File: config.mk
export PLATFORM = sky130hd
export DESIGN_NAME = osrb_status_bank
export DESIGN_NICKNAME = d
export VERILOG_FILES = /design/src/design/osrb_status_bank.v
export VERILOG_INCLUDE_DIRS = /design/src /design/src/design
export SDC_FILE = /design/constraint.sdc
export NUM_CORES = 1
export LEC_CHECK = 0
export BUFFER_PORTS_ARGS = -buffer_cell sky130_fd_sc_hd__buf_2
export CORE_ASPECT_RATIO = 0.6
export CORE_MARGIN = 1.5
export CORE_UTILIZATION = 50
export CTS_BUF_LIST = sky130_fd_sc_hd__clkbuf_4 sky130_fd_sc_hd__clkbuf_8
export CTS_CLUSTER_SIZE = 14
export DETAILED_ROUTE_END_ITERATION = 12
export HOLD_SLACK_MARGIN = 0.1
export MAX_ROUTING_LAYER = met4
export PLACE_DENSITY = 0.82
export SLEW_MARGIN = 10
export SYNTH_ARGS = -nofsm -noshare
export SYNTH_HDL_FRONTEND = slang
export SYNTH_SLANG_ARGS = --single-unit
File: constraint.sdc
create_clock -name mclk -period 3.2 [get_ports mclk]
set_input_delay 0.64 -clock mclk [delete_from_list [all_inputs] [get_ports mclk]]
set_output_delay 0.64 -clock mclk [all_outputs]
set_load 0.01 [all_outputs]
File: src/design/osrb_defines.vh
`ifndef OSRB_DEFINES_VH
`define OSRB_DEFINES_VH
`define OSRB_WIDTH 16
`define OSRB_BIT_SELF_ALIGN 0
`define OSRB_BIT_AUTO_SETUP 2
`define OSRB_BIT_ACTIVE 4
`define OSRB_BIT_WAIT_TRIG 5
`define OSRB_BIT_TRIGGER_OCCURRED 6
`define OSRB_USED_MASK 16'h0075
`define OSRB_SUMMARY_BIT 7
`define OSRB_RISE_PRESET 16'hffff
`define OSRB_FALL_PRESET 16'h0000
`define OSRB_EVENT_RESET 16'h0000
`define OSRB_ENABLE_RESET 16'h0000
`endif

File: src/design/osrb_status_bank.v
`timescale 1ns/100ps
`include "osrb_defines.vh"
module osrb_status_bank #(
  parameter WIDTH = `OSRB_WIDTH
) (
  input wire mclk,
  input wire rst,
  input wire self_align_running,
  input wire auto_setup_running,
  input wire active_a,
  input wire waiting_for_trigger,
  input wire trigger_occurred,
  input wire preset,
  input wire cond_rd,
  input wire event_rd,
  input wire enable_wr,
  input wire [WIDTH-1:0] enable_wdata,
  input wire rise_wr,
  input wire [WIDTH-1:0] rise_wdata,
  input wire fall_wr,
  input wire [WIDTH-1:0] fall_wdata,
  input wire [6:0] status_byte_other,
  input wire [7:0] service_enable,
  output reg [WIDTH-1:0] rdata_q,
  output reg rvalid_q,
  output reg [WIDTH-1:0] enable_q,
  output reg quest_enable_clear_q,
  output reg [7:0] status_byte_q,
  output reg service_request_q
);
  // Reset and preset values, held at the register width except the 8-bit status byte reset.
  localparam [WIDTH-1:0] ZERO_WORD = {WIDTH{1'b0}};
  localparam [WIDTH-1:0] RISE_PRESET = `OSRB_RISE_PRESET;
  localparam [WIDTH-1:0] FALL_PRESET = `OSRB_FALL_PRESET;
  localparam [WIDTH-1:0] EVENT_RESET = `OSRB_EVENT_RESET;
  localparam [WIDTH-1:0] ENABLE_RESET = `OSRB_ENABLE_RESET;
  localparam [7:0] STATUS_RESET = 8'h00;

  reg [WIDTH-1:0] cond_q;
  reg [WIDTH-1:0] cond_d;
  reg [WIDTH-1:0] prev_q;
  reg [WIDTH-1:0] prev_d;

  reg [WIDTH-1:0] event_q;
  wire [WIDTH-1:0] event_d;
  wire [WIDTH-1:0] hit_w;
  wire [WIDTH-1:0] masked_w;

  reg [WIDTH-1:0] rise_filter_q;
  reg [WIDTH-1:0] rise_filter_d;
  reg [WIDTH-1:0] fall_filter_q;
  reg [WIDTH-1:0] fall_filter_d;
  reg [WIDTH-1:0] enable_d;
  reg quest_enable_clear_d;

  reg [WIDTH-1:0] rdata_d;
  reg rvalid_d;
  reg summary_d;
  reg [7:0] status_byte_d;
  reg service_request_d;
  genvar b;

  // Activities map onto their bit positions.
  // Unused positions stay zero, so a condition read shows them as zero.
  always @* begin
    cond_d = ZERO_WORD;
    cond_d[`OSRB_BIT_SELF_ALIGN] = self_align_running;
    cond_d[`OSRB_BIT_AUTO_SETUP] = auto_setup_running;
    cond_d[`OSRB_BIT_ACTIVE] = active_a;
    cond_d[`OSRB_BIT_WAIT_TRIG] = waiting_for_trigger;
    cond_d[`OSRB_BIT_TRIGGER_OCCURRED] = trigger_occurred;
  end

  // The previous condition word is the reference for edge detection.
  // Both copies reset to zero, so no false edge follows reset.
  always @* begin
    prev_d = cond_q;
  end

  // Each bit compares its condition with the previous one.
  // A permitted transition sets the event bit, and a new event wins over
  // the clear of a coincident read, so no activity is lost to a read; a coincident preset still wins.
  generate
    for (b = 0; b < WIDTH; b = b + 1) begin : g_bit
      wire rise_hit;
      wire fall_hit;
      wire keep_bit;
      assign rise_hit = rise_filter_q[b] & cond_q[b] & ~prev_q[b];
      assign fall_hit = fall_filter_q[b] & ~cond_q[b] & prev_q[b];
      assign hit_w[b] = rise_hit | fall_hit;
      assign keep_bit = event_rd ? 1'b0 : event_q[b];
      assign event_d[b] = preset ? EVENT_RESET[b] : (keep_bit | hit_w[b]);
      assign masked_w[b] = event_d[b] & enable_q[b];
    end
  endgenerate

  // The summary looks at the next event word and the current mask.
  // A mask write therefore shows in the summary one cycle later.
  always @* begin
    summary_d = |masked_w;
  end

  // The summary takes the top bit of the status byte.
  // The lower bits come from the other status sources unchanged.
  always @* begin
    status_byte_d = {summary_d, status_byte_other};
  end

  // A service request is raised while any enabled status bit is set.
  // It is registered together with the status byte it is built from.
  always @* begin
    service_request_d = |(status_byte_d & service_enable);
  end

  // Rising-edge filter next value.
  // Preset wins over a write in the same cycle.
  always @* begin
    rise_filter_d = rise_filter_q;
    if (preset) begin
      rise_filter_d = RISE_PRESET;
    end else if (rise_wr) begin
      rise_filter_d = rise_wdata;
    end
  end

  // Falling-edge filter next value.
  // Preset wins over a write in the same cycle.
  always @* begin
    fall_filter_d = fall_filter_q;
    if (preset) begin
      fall_filter_d = FALL_PRESET;
    end else if (fall_wr) begin
      fall_filter_d = fall_wdata;
    end
  end

  // Enable mask next value.
  // Preset wins over a write in the same cycle.
  // The mask is stored as written; keeping it nonzero is up to the controller.
  always @* begin
    enable_d = enable_q;
    if (preset) begin
      enable_d = ENABLE_RESET;
    end else if (enable_wr) begin
      enable_d = enable_wdata;
    end
  end

  // The questionable bank has its own mask, so preset is passed on as a pulse.
  // It follows the preset by exactly one cycle.
  always @* begin
    quest_enable_clear_d = preset;
  end

  // Read data is valid for exactly one cycle after each read strobe.
  // Outside that cycle the data output rests at zero.
  always @* begin
    rvalid_d = cond_rd | event_rd;
  end

  // An event read returns the word latched before its own clear.
  // An event read wins if both strobes come together.
  // The condition read never disturbs any stored state.
  always @* begin
    if (event_rd) begin
      rdata_d = event_q;
    end else if (cond_rd) begin
      rdata_d = cond_q;
    end else begin
      rdata_d = ZERO_WORD;
    end
  end

  // Condition register.
  // Activity inputs are taken as synchronous to the clock.
  always @(posedge mclk or posedge rst) begin
    if (rst) begin
      cond_q <= ZERO_WORD;
    end else begin
      cond_q <= cond_d;
    end
  end

  // Previous condition register.
  // It lags the condition register by one cycle.
  always @(posedge mclk or posedge rst) begin
    if (rst) begin
      prev_q <= ZERO_WORD;
    end else begin
      prev_q <= prev_d;
    end
  end

  // Event register.
  // Only a read or a preset clears a bit once it is set.
  always @(posedge mclk or posedge rst) begin
    if (rst) begin
      event_q <= EVENT_RESET;
    end else begin
      event_q <= event_d;
    end
  end

  // Rising-edge filter register.
  // It leaves reset in its preset state.
  always @(posedge mclk or posedge rst) begin
    if (rst) begin
      rise_filter_q <= RISE_PRESET;
    end else begin
      rise_filter_q <= rise_filter_d;
    end
  end

  // Falling-edge filter register.
  // It leaves reset in its preset state.
  always @(posedge mclk or posedge rst) begin
    if (rst) begin
      fall_filter_q <= FALL_PRESET;
    end else begin
      fall_filter_q <= fall_filter_d;
    end
  end

  // Enable mask register.
  // No event reaches the summary until a mask is written.
  always @(posedge mclk or posedge rst) begin
    if (rst) begin
      enable_q <= ENABLE_RESET;
    end else begin
      enable_q <= enable_d;
    end
  end

  // Questionable mask clear pulse.
  always @(posedge mclk or posedge rst) begin
    if (rst) begin
      quest_enable_clear_q <= 1'b0;
    end else begin
      quest_enable_clear_q <= quest_enable_clear_d;
    end
  end

  // Read data register.
  always @(posedge mclk or posedge rst) begin
    if (rst) begin
      rdata_q <= ZERO_WORD;
    end else begin
      rdata_q <= rdata_d;
    end
  end

  // Read valid register.
  always @(posedge mclk or posedge rst) begin
    if (rst) begin
      rvalid_q <= 1'b0;
    end else begin
      rvalid_q <= rvalid_d;
    end
  end

  // Status byte register.
  // The summary bit is updated on every clock edge.
  always @(posedge mclk or posedge rst) begin
    if (rst) begin
      status_byte_q <= STATUS_RESET;
    end else begin
      status_byte_q <= status_byte_d;
    end
  end

  // Service request register.
  // It stands as long as an enabled status bit stays set.
  always @(posedge mclk or posedge rst) begin
    if (rst) begin
      service_request_q <= 1'b0;
    end else begin
      service_request_q <= service_request_d;
    end
  end

  // Cycle by cycle, an activity change sampled at one edge is detected in
  // the next cycle and is latched, with its summary, at the edge after.
endmodule

======== Yosys cells after proc, flatten, opt, wreduce, memory -nomap -nowiden ========
Index checks and enable logic that the tools add are counted.
operators by class
  reduce and logical (&&, ||, !) cells .... 5
  multiplexer cells ....................... 40
  bitwise logic cells ..................... 58
operators with widths
  operator           count
  $mux 16            3
  $and 1x1->1        36
  $mux 7             5
  $mux 1             32
  $reduce_or 16->1   1
  $or 1x1->1         11
  $not 1->1          10
  $and 8x8->8        1
  $reduce_or 8->1    1
  $reduce_bool 2->1  3
storage, ports and cells
  word-level logic and storage cells ...... 114
  bits in registers ....................... 83
  input port bits ......................... 76
  output and inout bits ................... 43

======== Longest topological paths before layout ========
  word-level depth ........................ 10
  gate-level depth with buffers ........... 6
  gate-level depth less buffers ........... 5

======== Least setup slack after synthesis ========
Ideal clock, no wire load.
  path kind ............................... input to register
  from .................................... in preset
  to ...................................... reg service_request_q
  data arrival time ....................... 1.312 ns
  path slack .............................. 1.757 ns
  setup time .............................. 0.131 ns
  cell stages on the path ................. 6
  buffers on the path ..................... 1
  required time ........................... 3.069 ns
  cell sequence ........................... buf_6 -> and4bb_1 -> a21oi_2 -> o31ai_2 -> a21oi_2 -> a31oi_1
between the ends
  word-level cells in the longest chain between the ends .. 5
  elaborated cells between the ends (all ways) .. 35
  those cells by class .................... mux: 16; bitwise: 17; reduce/logical: 2
ends and longest elaborated chain
  item                   RTL line                RTL
  from (decl)            osrb_status_bank.v:13   input wire preset,
  $mux 1                 osrb_status_bank.v:92   assign event_d[b] = preset ? EVENT_RESET[b] : (keep_bit | hit_w[b]);
  net event_d[0]         osrb_status_bank.v:45   wire [WIDTH-1:0] event_d;
  $and 1x1->1            osrb_status_bank.v:93   assign masked_w[b] = event_d[b] & enable_q[b];
  $reduce_or 16->1       osrb_status_bank.v:100  summary_d = |masked_w;
  $and 8x8->8            osrb_status_bank.v:112  service_request_d = |(status_byte_d & service_enable);
  $reduce_or 8->1        osrb_status_bank.v:112
  net service_request_d  osrb_status_bank.v:60   reg service_request_d;
  to (signal assigned)   osrb_status_bank.v:277  service_request_q <= service_request_d;
  to (decl)              osrb_status_bank.v:29   output reg service_request_q
The timed path passes the listed nets, and every way through them passes these cells.
A chain may end at the register's enable or synchronous reset.

======== Final worst setup path ========
  from .................................... reg enable_q[0]
  to ...................................... out enable_q[0]
RTL lines
  item                    RTL line                RTL
  from (decl)             osrb_status_bank.v:26   output reg [WIDTH-1:0] enable_q,
  from (signal assigned)  osrb_status_bank.v:230  enable_q <= enable_d;
No word-level cell between the ends.

==> impl_metrics.json <==
{
  "status": "completed",
  "drc": 0,
  "fmax_ghz": 0.632,
  "rsz0062_at_grt": "false",
  "dp_hpwl_mm": 4.39,
  "worst_setup_path_startpoint": "enable_q[0]",
  "r2r-start": "event_q[10]",
  "syn-num-nets": 301,
  "clkPwrFrac_pct": 41.2,
  "share_seq_of_total_power_pct": 50.4,
  "synth_seq_cells": 79,
  "ant_nets": 0,
  "reg2regPathDepth": 5,
  "ctsHoldBuffers": 0,
  "regArea_mm2": 0.00198,
  "grt_use_total_pct": 22.6,
  "cp-endpoint": "enable_q[0]",
  "numCtsBuffers": 9,
  "cts-resized-gates": 0,
  "crit_chain": "buf_2",
  "finalNetCount": 400,
  "grt_pass1_wl_mm": 10.2,
  "p_leak_nw": 1.97,
  "initial_core_util_pct": 52.2,
  "synthCells": 225,
  "synth_cell_types": 36,
  "cp_top_family": "flip-flops",
  "htree_levels": 3,
  "cts_sinks": 79,
  "critPathKind": "flip-flop to output pin",
  "dpl.cell_count": 393,
  "endpoint_kind": "output pin",
  "reg2reg_to": "service_request_q",
  "critPathBufInv": 1,
  "pwr-share-comb_pct": 8.4,
  "firstDrtPassIters": 4,
  "drv_cap": 0,
  "port_buffers": 96,
  "drive_gt1_share_pct": 38.9,
  "core_mm2": 0.00562,
  "drt_iter0_drc": 103,
  "instances_no_fill": 409,
  "r2r_setup_slack_ps": 1780,
  "setup_viol": 0,
  "fin_tns_setup_ps": 0,
  "synth_area_leaders": "dfrtp_1, mux2i_1, and2_1",
  "antenna_found_initial": 0,
  "switchingPower_mw": 0.457,
  "grt_max_degree": 71,
  "synth_flop_cell": "dfrtp_1",
  "multi_input_area_um2": 883,
  "path_depth": 1,
  "fin_area_mm2": 0.00373,
  "viasPerCell": 5.03,
  "die_h_um": 62.4,
  "timing.hold.ws_ps": 400,
  "synth.most_common_cell": "dfrtp_1",
  "synth_area_mm2": 0.00294,
  "clock_skew_ps": 10.7,
  "intPower_mw": 1.67,
  "dieArea_mm2": 0.00636,
  "synth_edf_count": 0,
  "overflow": 0,
  "min-delay-start": "waiting_for_trigger",
  "cp.arrival_ps": 940,
  "cp_max_fo": 4,
  "cp-start-kind": "flip-flop",
  "clock-root-buffer": "clkbuf_8",
  "cts_tree": "done",
  "slowest_delay_ps": 430,
  "rows": 21,
  "fillers": 450,
  "crit_slowest_cell": "dfrtp_1",
  "switching_share_pct": 21.5,
  "power_density_mw_per_mm2": 569,
  "worst_hold_path_type": "input pin to flip-flop",
  "slew_headroom_pct": 44.2,
  "yosys_warnings": 0,
  "syn_to_final_growth_pct": 27.1,
  "worstPathRequired_ps": 2560,
  "diodes": 0,
  "post_cts_buffers": 0,
  "async_flop_share_pct": 100,
  "wire_per_inst_um": 15.2,
  "clockBufferDepth": 2,
  "ios": 119,
  "period_minus_slack_ps": 1580,
  "fin_crit_sh_pct": 49.4,
  "peakVddDrop_mv": 0.272,
  "max_slew.worst_pin.slew_ps": 837,
  "vias": 2058,
  "grt_pass1_vias": 2064,
  "place.gp.congestion": 0.754,
  "synth_top_area_share_pct": 63.1,
  "worstSkewPairLatency_ps": 340,
  "netlist_top_cells_count": "dfrtp_1, nor2_1, and2_1",
  "place_area_mm2": 0.00349,
  "postSynthAreaPerCell_um2": 13.1,
  "drv_slew": 0,
  "die-width_um": 102,
  "clk_pin_slew_ps": 80,
  "hold_viol": 0,
  "yosysSeqAreaShare_pct": 67.5,
  "wl_mm": 6.21,
  "yosys.area.top_type": "dfrtp_1"
}
routing by layer:
layer	wire (um)	vias to the layer above	GRT usage, %
li1	-	972	-
met5	0	-	-
met2	2690	95	29.7
met3	417	6	8.56
met4	41	0	7.71
met1	3060	985	32.3
cell usage in the layout (no fill, tap or decap), types with 2 or more instances in the layout:
master and instances:
a22oi_1 5, a222oi_1 2, and2_1 23, a211o_1 5, o21ai_1 2, inv_1 2
nand3_1 3, clkbuf_4 3, nand3b_1 3, dfrtp_1 74, bufinv_16 3, buf_4 3
nor2_1 26, a21oi_1 4, clkbuf_8 9, mux2i_1 21, nand2_1 9, a22o_1 5
buf_2 96, nor2b_1 7, a21oi_2 2, dfstp_2 5
layout make-up:
class	count	share of cell area, %
multi-input combinational	131	23.7
clock buffer	12	3.92
clock inverter	4	2.62
sequential	79	53.2
timing repair buffer	99	13.5
tap	80	2.68
inverter	4	0.469
worst reg2reg max path, cell delays in order, from the launching register on:
cell	delay, ps
dfrtp_1	390
a22o_1	240
a221oi_2	250
nand3_1	120
o21ai_1	200
a31oi_1	100
registers in the layout (all words and copies together), names as in the netlist, 5 cells and up:
name	count
enable_q	16
event_q	16
rdata_q	16
status_byte_q	8
cond_q	5
fall_filter_q	5
prev_q	5
rise_filter_q	5
power by group through the flow:
| stage | registers, mW | logic [mW] | clock network (mW) |
|---|---|---|---|
| after global placement | 1.09 | 0.176 | 0 |
| after floorplan | 1.09 | 0.0882 | 0 |
| after global routing | 1.08 | 0.200 | 0.954 |
| after CTS | 1.07 | 0.181 | 0.900 |
| final | 1.07 | 0.178 | 0.874 |
| after detailed placement | 1.09 | 0.180 | 0 |
cell families after synthesis:
group	synth area share [%]
compound gates	10.1
buf+inv	2.39
flops	67.5
mux	7.16
simple gates	12.8
metrics by stage:
step           total power, mW  setup WS [ps]  utilization (%)
2_1_floorplan             1.18            545                -
3_3_place_gp              1.26           1320             62.0
3_5_place_dp              1.27           1310             62.0
4_1_cts                   2.15           1580             66.3
5_1_grt                   2.23           1550             66.4
6_report                  2.12           1620             66.4
worst min-delay path by stage:
stage                end  slack (ps)  cells past startpoint
3_3_place_gp   prev_q[4]         410                      0
6_report       cond_q[5]         400                      1
3_5_place_dp   prev_q[5]         410                      0
2_1_floorplan  prev_q[4]         390                      0
5_1_grt        cond_q[5]         360                      1
4_1_cts        cond_q[5]         370                      1
Power figures use the tool's default switching activity.
